## src/rtl/ssl_pkg.sv

```systemverilog
// Register map, field positions, reset values, lengths and states for the slave port.
package ssl_pkg;
  // Register indices on the plain register port.
  localparam logic [3:0] TX_STATUS_CONTROL_IDX = 4'h0;
  localparam logic [3:0] RX_STATUS_CONTROL_IDX = 4'h1;
  localparam logic [3:0] RECEIVE_DATA_IDX      = 4'h2;
  localparam logic [3:0] TRANSMIT_DATA_IDX     = 4'h3;
  localparam logic [3:0] RATE_DIV_LOW_IDX      = 4'h4;
  localparam logic [3:0] RATE_DIV_HIGH_IDX     = 4'h5;
  localparam logic [3:0] BAUD_CONTROL_IDX      = 4'h6;
  localparam logic [3:0] IRQ_ENABLE_IDX        = 4'h7;
  localparam logic [3:0] IRQ_FLAG_IDX          = 4'h8;

  // Transmit status and control fields.
  localparam int CLOCK_SOURCE_SELECT_BIT = 7;
  localparam int TX_NINE_BIT_ENABLE_BIT  = 6;
  localparam int TRANSMIT_ENABLE_BIT     = 5;
  localparam int CLOCKED_MODE_BIT        = 4;
  localparam int TX_SHIFT_EMPTY_BIT      = 1;
  localparam int TX_NINTH_BIT_BIT        = 0;

  // Receive status and control fields.
  localparam int PORT_ENABLE_BIT         = 7;
  localparam int RX_NINE_BIT_ENABLE_BIT  = 6;
  localparam int SINGLE_RX_ENABLE_BIT    = 5;
  localparam int CONT_RX_ENABLE_BIT      = 4;
  localparam int OVERRUN_FLAG_BIT        = 1;
  localparam int RX_NINTH_BIT_BIT        = 0;

  // Interrupt enable and flag fields.
  localparam int GLOBAL_IRQ_ENABLE_BIT   = 7;
  localparam int PERIPHERAL_IRQ_EN_BIT   = 6;
  localparam int RX_IRQ_BIT              = 5;
  localparam int TX_IRQ_BIT              = 4;

  // Reset values.
  localparam logic [7:0] CTRL_RESET      = 8'h00;
  localparam logic [8:0] DATA9_RESET     = 9'h000;

  // Character lengths in bits.
  localparam logic [3:0] BITS_EIGHT      = 4'h8;
  localparam logic [3:0] BITS_NINE       = 4'h9;

  // Depth of the receive queue.
  localparam logic [1:0] RX_FIFO_DEPTH   = 2'h2;

  // Transmit shifter states.
  typedef enum logic [1:0] {
    SSL_TX_IDLE  = 2'b01,
    SSL_TX_SHIFT = 2'b10
  } ssl_tx_state_t;
endpackage

```

## src/rtl/ssl_top.sv

```systemverilog
// Synchronous slave serial port: registers, shifters and receive queue.
`timescale 1ns/1ps
module ssl_top (
  // Clock and reset.
  input  wire logic       clk_sys_i,
  input  wire logic       rst_i,
  // Register port.
  input  wire logic [3:0] reg_addr_i,
  input  wire logic [7:0] reg_wdata_i,
  input  wire logic       reg_wr_i,
  input  wire logic       reg_rd_i,
  output logic      [7:0] reg_rdata_o,
  // Serial clock pin.
  input  wire logic       serial_clock_pin_i,
  output logic            serial_clock_pin_o,
  output logic            serial_clock_pin_oe_o,
  // Serial data pin.
  input  wire logic       serial_data_pin_i,
  output logic            serial_data_pin_o,
  output logic            serial_data_pin_oe_o,
  // Wake and service requests.
  output logic            wake_o,
  output logic            irq_o
);

  // Control and data state.
  logic [7:0] tx_ctrl, next_tx_ctrl;
  logic [7:0] rx_ctrl, next_rx_ctrl;
  logic [7:0] rate_lo, next_rate_lo;
  logic [7:0] rate_hi, next_rate_hi;
  logic [7:0] baud_ctrl, next_baud_ctrl;
  logic [7:0] irq_en, next_irq_en;
  logic [7:0] rdata, next_rdata;
  logic [8:0] hold, next_hold;
  logic       hold_full, next_hold_full;
  logic [8:0] tx_shift_register, next_tx_shift_register;
  logic [3:0] tx_cnt, next_tx_cnt;
  logic [3:0] tx_len, next_tx_len;
  ssl_pkg::ssl_tx_state_t tx_state, next_tx_state;
  logic       dt_out, next_dt_out;
  logic       dt_oe, next_dt_oe;
  logic [8:0] rx_shift_register, next_rx_shift_register;
  logic [3:0] rx_cnt, next_rx_cnt;
  logic [8:0] fifo [2];
  logic [8:0] next_fifo [2];
  logic [1:0] fifo_cnt, next_fifo_cnt;
  logic       overrun, next_overrun;
  logic       wake, next_wake;
  logic       irq, next_irq;
  logic       ck_s1, ck_s2, ck_s3;
  logic       dt_s1, dt_s2;

  // Decoded modes.
  logic       port_on, slave, receiver, tx_run, rx_run;
  logic       ck_rise, ck_fall, tx_flag, rx_flag;
  logic [3:0] rx_len;

  // Build a readable status byte with state bits placed in the low field.
  function automatic logic [7:0] with_status(input logic [7:0] ctrl,
                                             input logic       b1,
                                             input logic       b0);
    logic [7:0] v;
    v    = ctrl;
    v[1] = b1;
    v[0] = b0;
    return v;
  endfunction

  // Pin synchronisers and the clock edge history.
  always_ff @(posedge clk_sys_i or posedge rst_i)
  begin
    if (rst_i)
    begin
      ck_s1 <= 1'b0;
      ck_s2 <= 1'b0;
      ck_s3 <= 1'b0;
      dt_s1 <= 1'b0;
      dt_s2 <= 1'b0;
    end
    else
    begin
      ck_s1 <= serial_clock_pin_i;
      ck_s2 <= ck_s1;
      ck_s3 <= ck_s2;
      dt_s1 <= serial_data_pin_i;
      dt_s2 <= dt_s1;
    end
  end

  // Mode decode and edge detection on the synchronised link clock.
  always_comb
  begin
    port_on  = rx_ctrl[ssl_pkg::PORT_ENABLE_BIT];
    slave    = port_on && tx_ctrl[ssl_pkg::CLOCKED_MODE_BIT]
               && !tx_ctrl[ssl_pkg::CLOCK_SOURCE_SELECT_BIT];
    receiver = rx_ctrl[ssl_pkg::SINGLE_RX_ENABLE_BIT]
               || rx_ctrl[ssl_pkg::CONT_RX_ENABLE_BIT];
    // Shifting happens in slave mode alone, on link clock edges seen through the system clock synchronisers.
    tx_run   = slave && !receiver
               && tx_ctrl[ssl_pkg::TRANSMIT_ENABLE_BIT];
    rx_run   = slave && rx_ctrl[ssl_pkg::CONT_RX_ENABLE_BIT];
    ck_rise  = ck_s2 && !ck_s3;
    ck_fall  = !ck_s2 && ck_s3;
    tx_flag  = !hold_full;
    rx_flag  = (fifo_cnt != 2'h0);
    rx_len   = rx_ctrl[ssl_pkg::RX_NINE_BIT_ENABLE_BIT]
               ? ssl_pkg::BITS_NINE : ssl_pkg::BITS_EIGHT;
  end

  // Next-state logic for registers, shifters and the receive queue.
  always_comb
  begin
    next_tx_ctrl   = tx_ctrl;
    next_rx_ctrl   = rx_ctrl;
    next_rate_lo   = rate_lo;
    next_rate_hi   = rate_hi;
    next_baud_ctrl = baud_ctrl;
    next_irq_en    = irq_en;
    next_rdata     = 8'h00;
    next_hold      = hold;
    next_hold_full = hold_full;
    next_tx_shift_register = tx_shift_register;
    next_tx_cnt    = tx_cnt;
    next_tx_len    = tx_len;
    next_tx_state  = tx_state;
    next_dt_out    = dt_out;
    next_rx_shift_register = rx_shift_register;
    next_rx_cnt    = rx_cnt;
    next_fifo      = fifo;
    next_fifo_cnt  = fifo_cnt;
    next_overrun   = overrun;

    // Register reads; reading receive data pops the queue head.
    if (reg_rd_i)
    begin
      case (reg_addr_i)
        ssl_pkg::TX_STATUS_CONTROL_IDX:
          next_rdata = with_status(tx_ctrl,
                       (tx_state == ssl_pkg::SSL_TX_IDLE),
                       tx_ctrl[ssl_pkg::TX_NINTH_BIT_BIT]);
        ssl_pkg::RX_STATUS_CONTROL_IDX:
          next_rdata = with_status(rx_ctrl, overrun, fifo[0][8]);
        ssl_pkg::RECEIVE_DATA_IDX:
        begin
          next_rdata = fifo[0][7:0];
          if (rx_flag)
          begin
            next_fifo[0]  = fifo[1];
            next_fifo_cnt = fifo_cnt - 2'h1;
          end
        end
        ssl_pkg::RATE_DIV_LOW_IDX:  next_rdata = rate_lo;
        ssl_pkg::RATE_DIV_HIGH_IDX: next_rdata = rate_hi;
        ssl_pkg::BAUD_CONTROL_IDX:  next_rdata = baud_ctrl;
        ssl_pkg::IRQ_ENABLE_IDX:    next_rdata = irq_en;
        ssl_pkg::IRQ_FLAG_IDX:
        begin
          next_rdata = 8'h00;
          next_rdata[ssl_pkg::RX_IRQ_BIT] = rx_flag;
          next_rdata[ssl_pkg::TX_IRQ_BIT] = tx_flag;
        end
        default: next_rdata = 8'h00;
      endcase
    end

    // Register writes; read-only status bits are kept by hardware.
    if (reg_wr_i)
    begin
      case (reg_addr_i)
        ssl_pkg::TX_STATUS_CONTROL_IDX:
          next_tx_ctrl = {reg_wdata_i[7:2], 1'b0, reg_wdata_i[0]};
        ssl_pkg::RX_STATUS_CONTROL_IDX:
          next_rx_ctrl = {reg_wdata_i[7:2], 2'b00};
        ssl_pkg::TRANSMIT_DATA_IDX:
        begin
          next_hold      = {tx_ctrl[ssl_pkg::TX_NINTH_BIT_BIT],
                            reg_wdata_i};
          next_hold_full = 1'b1;
        end
        ssl_pkg::RATE_DIV_LOW_IDX:  next_rate_lo   = reg_wdata_i;
        ssl_pkg::RATE_DIV_HIGH_IDX: next_rate_hi   = reg_wdata_i;
        ssl_pkg::BAUD_CONTROL_IDX:  next_baud_ctrl = reg_wdata_i;
        ssl_pkg::IRQ_ENABLE_IDX:    next_irq_en    = reg_wdata_i;
        default: ;
      endcase
    end

    // Transmit shifter: load from holding, change on rise, count on fall.
    case (tx_state)
      ssl_pkg::SSL_TX_IDLE:
        if (tx_run && hold_full)
        begin
          next_tx_shift_register = hold;
          next_tx_len    = tx_ctrl[ssl_pkg::TX_NINE_BIT_ENABLE_BIT]
                           ? ssl_pkg::BITS_NINE : ssl_pkg::BITS_EIGHT;
          next_tx_cnt    = 4'h0;
          next_dt_out    = hold[0];
          next_hold_full = reg_wr_i
                           && (reg_addr_i == ssl_pkg::TRANSMIT_DATA_IDX);
          next_tx_state  = ssl_pkg::SSL_TX_SHIFT;
        end
      ssl_pkg::SSL_TX_SHIFT:
        if (!tx_run)
          next_tx_state = ssl_pkg::SSL_TX_IDLE;
        else if (ck_rise && tx_cnt != 4'h0)
          next_dt_out = tx_shift_register[0];
        else if (ck_fall)
        begin
          next_tx_shift_register = {1'b0, tx_shift_register[8:1]};
          next_tx_cnt = tx_cnt + 4'h1;
          if (tx_cnt + 4'h1 == tx_len)
            next_tx_state = ssl_pkg::SSL_TX_IDLE;
        end
      default: next_tx_state = ssl_pkg::SSL_TX_IDLE;
    endcase

    // Receive shifter: sample on the trailing edge, queue whole words.
    if (!rx_run)
      next_rx_cnt = 4'h0;
    else if (ck_fall && !overrun)
    begin
      next_rx_shift_register = {dt_s2, rx_shift_register[8:1]};
      next_rx_cnt = rx_cnt + 4'h1;
      if (rx_cnt + 4'h1 == rx_len)
      begin
        next_rx_cnt = 4'h0;
        if (next_fifo_cnt == ssl_pkg::RX_FIFO_DEPTH)
          next_overrun = 1'b1;
        else
        begin
          next_fifo[next_fifo_cnt[0]] = rx_len == ssl_pkg::BITS_NINE
              ? {dt_s2, rx_shift_register[8:1]}
              : {1'b0, dt_s2, rx_shift_register[8:2]};
          next_fifo_cnt = next_fifo_cnt + 2'h1;
        end
      end
    end

    // Clearing continuous receive ends an overrun and drops a partial word.
    if (!rx_ctrl[ssl_pkg::CONT_RX_ENABLE_BIT])
      next_overrun = 1'b0;

    // Clearing port enable idles the shifters, empties holding and queue, clears overrun.
    if (!port_on)
    begin
      next_hold_full = 1'b0;
      next_tx_state  = ssl_pkg::SSL_TX_IDLE;
      next_tx_cnt    = 4'h0;
      next_dt_out    = 1'b0;
      next_rx_cnt    = 4'h0;
      next_fifo_cnt  = 2'h0;
      next_overrun   = 1'b0;
    end
  end

  // Pin drivers and the wake and service requests.
  always_comb
  begin
    next_dt_oe = tx_run;
    next_wake  = irq_en[ssl_pkg::PERIPHERAL_IRQ_EN_BIT]
                 && ((tx_flag && irq_en[ssl_pkg::TX_IRQ_BIT])
                 || (rx_flag && irq_en[ssl_pkg::RX_IRQ_BIT]));
    next_irq   = next_wake
                 && irq_en[ssl_pkg::GLOBAL_IRQ_ENABLE_BIT];
  end

  // State registers.
  always_ff @(posedge clk_sys_i or posedge rst_i)
  begin
    if (rst_i)
    begin
      tx_ctrl   <= ssl_pkg::CTRL_RESET;
      rx_ctrl   <= ssl_pkg::CTRL_RESET;
      rate_lo   <= ssl_pkg::CTRL_RESET;
      rate_hi   <= ssl_pkg::CTRL_RESET;
      baud_ctrl <= ssl_pkg::CTRL_RESET;
      irq_en    <= ssl_pkg::CTRL_RESET;
      rdata     <= ssl_pkg::CTRL_RESET;
      hold      <= ssl_pkg::DATA9_RESET;
      hold_full <= 1'b0;
      tx_shift_register <= ssl_pkg::DATA9_RESET;
      tx_cnt    <= 4'h0;
      tx_len    <= ssl_pkg::BITS_EIGHT;
      tx_state  <= ssl_pkg::SSL_TX_IDLE;
      dt_out    <= 1'b0;
      dt_oe     <= 1'b0;
      rx_shift_register <= ssl_pkg::DATA9_RESET;
      rx_cnt    <= 4'h0;
      fifo[0]   <= ssl_pkg::DATA9_RESET;
      fifo[1]   <= ssl_pkg::DATA9_RESET;
      fifo_cnt  <= 2'h0;
      overrun   <= 1'b0;
      wake      <= 1'b0;
      irq       <= 1'b0;
    end
    else
    begin
      tx_ctrl   <= next_tx_ctrl;
      rx_ctrl   <= next_rx_ctrl;
      rate_lo   <= next_rate_lo;
      rate_hi   <= next_rate_hi;
      baud_ctrl <= next_baud_ctrl;
      irq_en    <= next_irq_en;
      rdata     <= next_rdata;
      hold      <= next_hold;
      hold_full <= next_hold_full;
      tx_shift_register <= next_tx_shift_register;
      tx_cnt    <= next_tx_cnt;
      tx_len    <= next_tx_len;
      tx_state  <= next_tx_state;
      dt_out    <= next_dt_out;
      dt_oe     <= next_dt_oe;
      rx_shift_register <= next_rx_shift_register;
      rx_cnt    <= next_rx_cnt;
      fifo[0]   <= next_fifo[0];
      fifo[1]   <= next_fifo[1];
      fifo_cnt  <= next_fifo_cnt;
      overrun   <= next_overrun;
      wake      <= next_wake;
      irq       <= next_irq;
    end
  end

  // The clock pin is never driven in slave mode.
  assign serial_clock_pin_o    = 1'b0;
  assign serial_clock_pin_oe_o = 1'b0;
  assign serial_data_pin_o     = dt_out;
  assign serial_data_pin_oe_o  = dt_oe;
  assign reg_rdata_o           = rdata;
  assign wake_o                = wake;
  assign irq_o                 = irq;

endmodule // ssl_top

```

## config.mk

```make
export PLATFORM = sky130hd
export DESIGN_NAME = ssl_top
export DESIGN_NICKNAME = d
export VERILOG_FILES = /design/src/rtl/ssl_pkg.sv /design/src/rtl/ssl_top.sv
export SDC_FILE = /design/constraint.sdc
export NUM_CORES = 1
export LEC_CHECK = 0
export BUFFER_PORTS_ARGS = -buffer_cell sky130_fd_sc_hd__buf_2
export CAP_MARGIN = 25
export CORE_MARGIN = 10
export CORE_UTILIZATION = 30
export DETAILED_ROUTE_END_ITERATION = 10
export SYNTH_ARGS = -nofsm -noshare
export SYNTH_HDL_FRONTEND = slang
export SYNTH_SLANG_ARGS = --single-unit
```

## constraint.sdc

```tcl
create_clock -name clk_sys_i -period 12.5 [get_ports clk_sys_i]
set_clock_uncertainty 0.15 [all_clocks]
set_input_delay 2.5 -clock clk_sys_i [delete_from_list [all_inputs] [get_ports clk_sys_i]]
set_output_delay 2.5 -clock clk_sys_i [all_outputs]
set_load 0.005 [all_outputs]
```

# ---- After elaboration in Yosys (flattened, before gate mapping)
# Cells that the tools add are included.
dict set report classes {
  addsub 4
  n_lt_le_gt_ge 2
  eq_ne 32
  muxes 61
  bitwise_logic 2
  n_reduce_logical 43
}
# op n
set op_table {}
lappend op_table {{9-bit 2-to-1 mux} 9}
lappend op_table {{18-bit 2-to-1 mux} 4}
lappend op_table {{8-bit one-hot mux with 8 select lines} 1}
lappend op_table {{4-bit 2-to-1 mux} 9}
lappend op_table {{2-bit 2-to-1 mux} 14}
lappend op_table {{18-bit bitwise mux} 1}
lappend op_table {{3-bit by 2-bit inequality test with 1-bit output, second input constant} 6}
lappend op_table {{9-bit one-hot mux with 2 select lines} 1}
lappend op_table {{2-bit AND reduction} 9}
lappend op_table {{1-bit 2-to-1 mux} 17}
lappend op_table {{4-bit by 3-bit == test with 1-bit output, second input constant} 4}
lappend op_table {{1-bit logical AND} 16}
lappend op_table {{4-bit AND reduction} 4}
lappend op_table {{3-bit inequality test, second input constant} 4}
lappend op_table {{4-bit inequality test, second input constant} 3}
lappend op_table {{5-bit AND reduction} 2}
lappend op_table {{9-bit demux with 1-bit select} 1}
lappend op_table {{4-bit by 1-bit adder with 4-bit output, second input constant} 2}
lappend op_table {{4-bit by 2-bit == test with 1-bit output, second input constant} 2}
lappend op_table {{4-bit == test} 2}
lappend op_table {{4-bit == test, second input constant} 2}
lappend op_table {{8-bit 2-to-1 mux} 1}
lappend op_table {{4-bit one-hot mux with 2 select lines} 1}
lappend op_table {{1-bit zero test} 6}
lappend op_table {{18 further kinds} 23}
dict set report totals {
  ff_bits 125
  in_bits 18
  output_inout_bits 14
  wordCells 172
}

# ---- Longest topological paths before layout
dict set report logic_depth {
  depth_word 14
  ltp_mapped 6
  mapped_depth_nobuf 6
}

# ---- Worst setup path before layout
# OpenSTA, ideal clock, no wires.
dict set report synth_path {
  path_kind {in2reg}
  from {input reg_addr_i[0]}
  to {register (tool-made name)}
  setup_ns 0.125
  arrival_time_ns 4.130
  t_required_ns 12.225
  slack_ns 8.096
  path_stages 5
  path_buffers 1
  path_cell_list {clkbuf_1 > nor4b_2 > nand3_1 > a2111oi_4 > mux2_2}
}
# item line_no
set synth_lines {}
lappend synth_lines {{start, declared} ssl_top.sv:8} ;# input wire logic [3:0] reg_addr_i,

==> impl_metrics.csv <==
group,metric,value,unit
synthesis,ys_seq_area_frac,0.534,
global_routing,grt_max_degree,63,
sta,fin_crit,4530,ps
global_routing,grt_pass1_wl,21.9,mm
cells_and_area,layout-drive-gt1-share,0.320,
worst_setup_path,critPathKind,"in2reg",
pwr,ir_worst_vdd,0.0000766,V
floorplan,fp.dieH,157,um
global_routing,antenna_found_initial,0,
cells_and_area,fillCellCount,1853,
hold_path,holdCritStartpoint,"ck_s1",
sta,max_freq,221,MHz
synthesis,yosys.area.top_type_share,0.530,
worst_setup_path,path_delay_family,"compound AO/OA/AOI/OAI gates",
worst_setup_path,reg2reg_depth,4,
sta,slew_violations,0,
global_routing,gr-usage-met3,0.0338,
place,place_ws,7580,ps
clocking,cts_setup_buffers,0,
sta,worstMarginPinSlew,841,ps
floorplan,core-area,18600,um^2
clocking,numClockSinks,121,
detailed_routing,ant_nets,0,
clocking,cts_tree,"yes",
synthesis,ys_seq_elements,121,
sta,max_slew_margin,0.438,
detailed_routing,vias,3790,
synthesis,synth_largest_area_cell,"dfrtp_1",
sta,tns,0,ps
clocking,root_buffer,"clkbuf_16",
synthesis,synth_flop_cell,"dfrtp_1",
floorplan,ios,32,
clocking,cts_hold_buf,0,
worst_setup_path,startpoint_type,"input port",
worst_setup_path,arrival,4670,ps
detailed_routing,totalWireLength,13.1,mm
global_routing,use_met1,0.135,
place,place.port_buffers,29,
worst_setup_path,crit_chain,"buf_2 -> or4b_1 -> o21ai_1 -> a2111oi_4 -> mux2_2",
synthesis,ys_warn_count,0,
floorplan,initial_core_util,0.304,
pwr,power.density,162,nW/um^2
worst_setup_path,required,12640,ps
synthesis,synth_area_leaders,"dfrtp_1, mux2_2, mux2i_1, nand2_1, nor2_1",
detailed_routing,drc,0,
hold_path,holdPathEnd,"ck_s2",
cells_and_area,fin_nets,520,
sta,finalCritPeriodShare,0.362,
synthesis,syn_inst,470,
worst_setup_path,endpoint_kind,"flop",
clocking,numCtsBuffers,17,
outcome,status,"completed",
clocking,cts_resized,0,
worst_setup_path,reg2reg_slack,9720,ps
floorplan,rows,50,
cells_and_area,regArea,3030,um^2
detailed_routing,avgRoutedWirePerCell,17.7,um
synthesis,avgSynthCellArea,12.1,um^2
sta,hold_viol_final,0,
cells_and_area,antennaDiodeCount,0,
cells_and_area,syn_to_final_growth,16.7,%
clocking,clk_path_buf_depth,2,
floorplan,die_area,24800,um^2
global_routing,overflow,0,
worst_setup_path,path_max_fanout,32,
clocking,clk_latency,410,ps
worst_setup_path,slowest_stage,"a2111oi_4",
flow_run,maxCapViolations,0,
worst_setup_path,r2r_start,"overrun",
global_routing,grt_usage,0.114,
sta,layout_setup_ws,7970,ps
place,place_hpwl,9.39,mm
clocking,ctsHtreeMaxLevel,4,
clocking,path_clk_slew,50,ps
global_routing,met2_usage,0.186,
worst_setup_path,r2r-end,"fifo[14]",
place,gp_congestion,0.859,
cells_and_area,multi_input_area,2490,um^2
detailed_routing,via_per_inst,5.09,
worst_setup_path,crit_buf_inv,1,
synthesis,synth.distinct_cells,60,
detailed_routing,first_pass_iters,4,
synthesis,synth_edf_count,0,
global_routing,grt_pass1_vias,4051,
sta,hold_slack,209,ps
sta,setup_violations,0,
pwr,p_leak,0.00299,uW
hold_path,hold_class,"reg2reg",
global_routing,grt.busiest_layer,"met2",
hold_path,min_path_cells,0,
worst_setup_path,critical_path.max_stage_delay,750,ps
synthesis,synthesis.area,5670,um^2
sta,rsz0062_at_grt,"no",
floorplan,die_w,157,um
detailed_routing,drt_iter0_drc,252,
synthesis,async_reset_ff_frac,1.00,
## worst max path at each step
stage	start	endpoint	slack, ps	depth (start not counted)
after floorplan	rst_i	async pin	6640	1
after detailed placement	reg_addr_i[2]	flop	7580	5
after CTS	reg_addr_i[2]	flop	8000	5
final	reg_addr_i[2]	flop	7970	5
after global placement	reg_addr_i[2]	flop	7630	5
after global routing	reg_addr_i[2]	flop	7910	5
## registers in the layout, summed over array words and instances (netlist names), 2 cells and up, named ones only
register and flops:
rate_hi 8, rx_shift_register 8, baud_ctrl 8, rx_cnt 4
reg_rdata_o 8, tx_shift_register 9, hold 9, rate_lo 8
irq_en 8, rx_ctrl 6, fifo 9, tx_ctrl 7
fifo_cnt 2, tx_state 2, tx_cnt 4
## per-stage QoR
| step | std cells | util | power (uW) | instance area (um^2) |
|---|---|---|---|---|
| 6_report | 744 | 0.355 | 1070 | 6620 |
| 5_1_grt | 744 | 0.355 | 1120 | 6620 |
| 4_1_cts | 744 | 0.355 | 1080 | 6620 |
| 3_5_place_dp | 714 | 0.323 | 588 | 6020 |
| 3_3_place_gp | 714 | 0.323 | 582 | 6020 |
| 2_1_floorplan | 471 | - | 550 | 5670 |
## Yosys cell counts, types with 4 or more instances
master	number
a21oi_1	8
a221oi_1	5
clkbuf_1	16
dfrtp_1	120
inv_1	12
mux2_2	93
mux2i_1	26
nand2_1	50
nand3_1	14
nor2_1	20
nor2b_1	4
o21ai_0	13
o22ai_1	6
xnor2_1	5
## report_power, final
group	total, uW	switching, uW	leakage [uW]	internal, uW
clock network	489	164	0.000288	325
registers	472	34.1	0.00158	437
logic	109	51.4	0.00113	57.6
total	1070	249	0.00299	820
## layout make-up
cell class,instances,area share
Clock buffer,22,0.0717
Clock inverter,8,0.0182
Inverter,12,0.00718
Multi-Input combinational cell,316,0.377
Sequential cell,121,0.458
Tap cell,234,0.0442
Timing Repair Buffer,31,0.0242
## placed cells by master (no fill, tap or decap), types with 3 or more instances in the layout
master	count
dfrtp_1	120
mux2_2	93
nand2_1	50
buf_2	29
mux2i_1	26
nor2_1	20
clkbuf_16	17
nand3_1	14
o21ai_0	13
inv_1	11
a21oi_1	8
o22ai_1	6
xnor2_1	5
a221oi_1	5
nor2b_1	4
nor3b_1	3
o211ai_1	3
and3_1	3
a22oi_1	3
xor2_1	3
or3_1	3
nand3b_1	3
o21a_1	3
nor4_1	3
ha_1	3
clkbuf_8	3
bufinv_16	3
clkinv_2	3
## logic make-up (layout without fill, tap and decap cells)
group | Yosys count | in the layout | synth area share
flip-flops | 121 | 121 | 0.534
adder cells (fa/ha/maj) | 3 | 3 | 0.00662
multiplexers | 119 | 119 | 0.231
buffers and inverters | 34 | 73 | 0.0265
AND/OR/NAND/NOR | 125 | 125 | 0.113
other | 1 | 2 | 0.000661
AO/OA/AOI/OAI | 59 | 59 | 0.0757
XOR/XNOR | 8 | 8 | 0.0124
## per-layer routing
metal	vias to the layer above	wire length (um)
met2	83	6570
met3	25	508
met5	-	0
met4	0	342
met1	1935	5720
li1	1747	-
(Power assumes the default switching activity.)
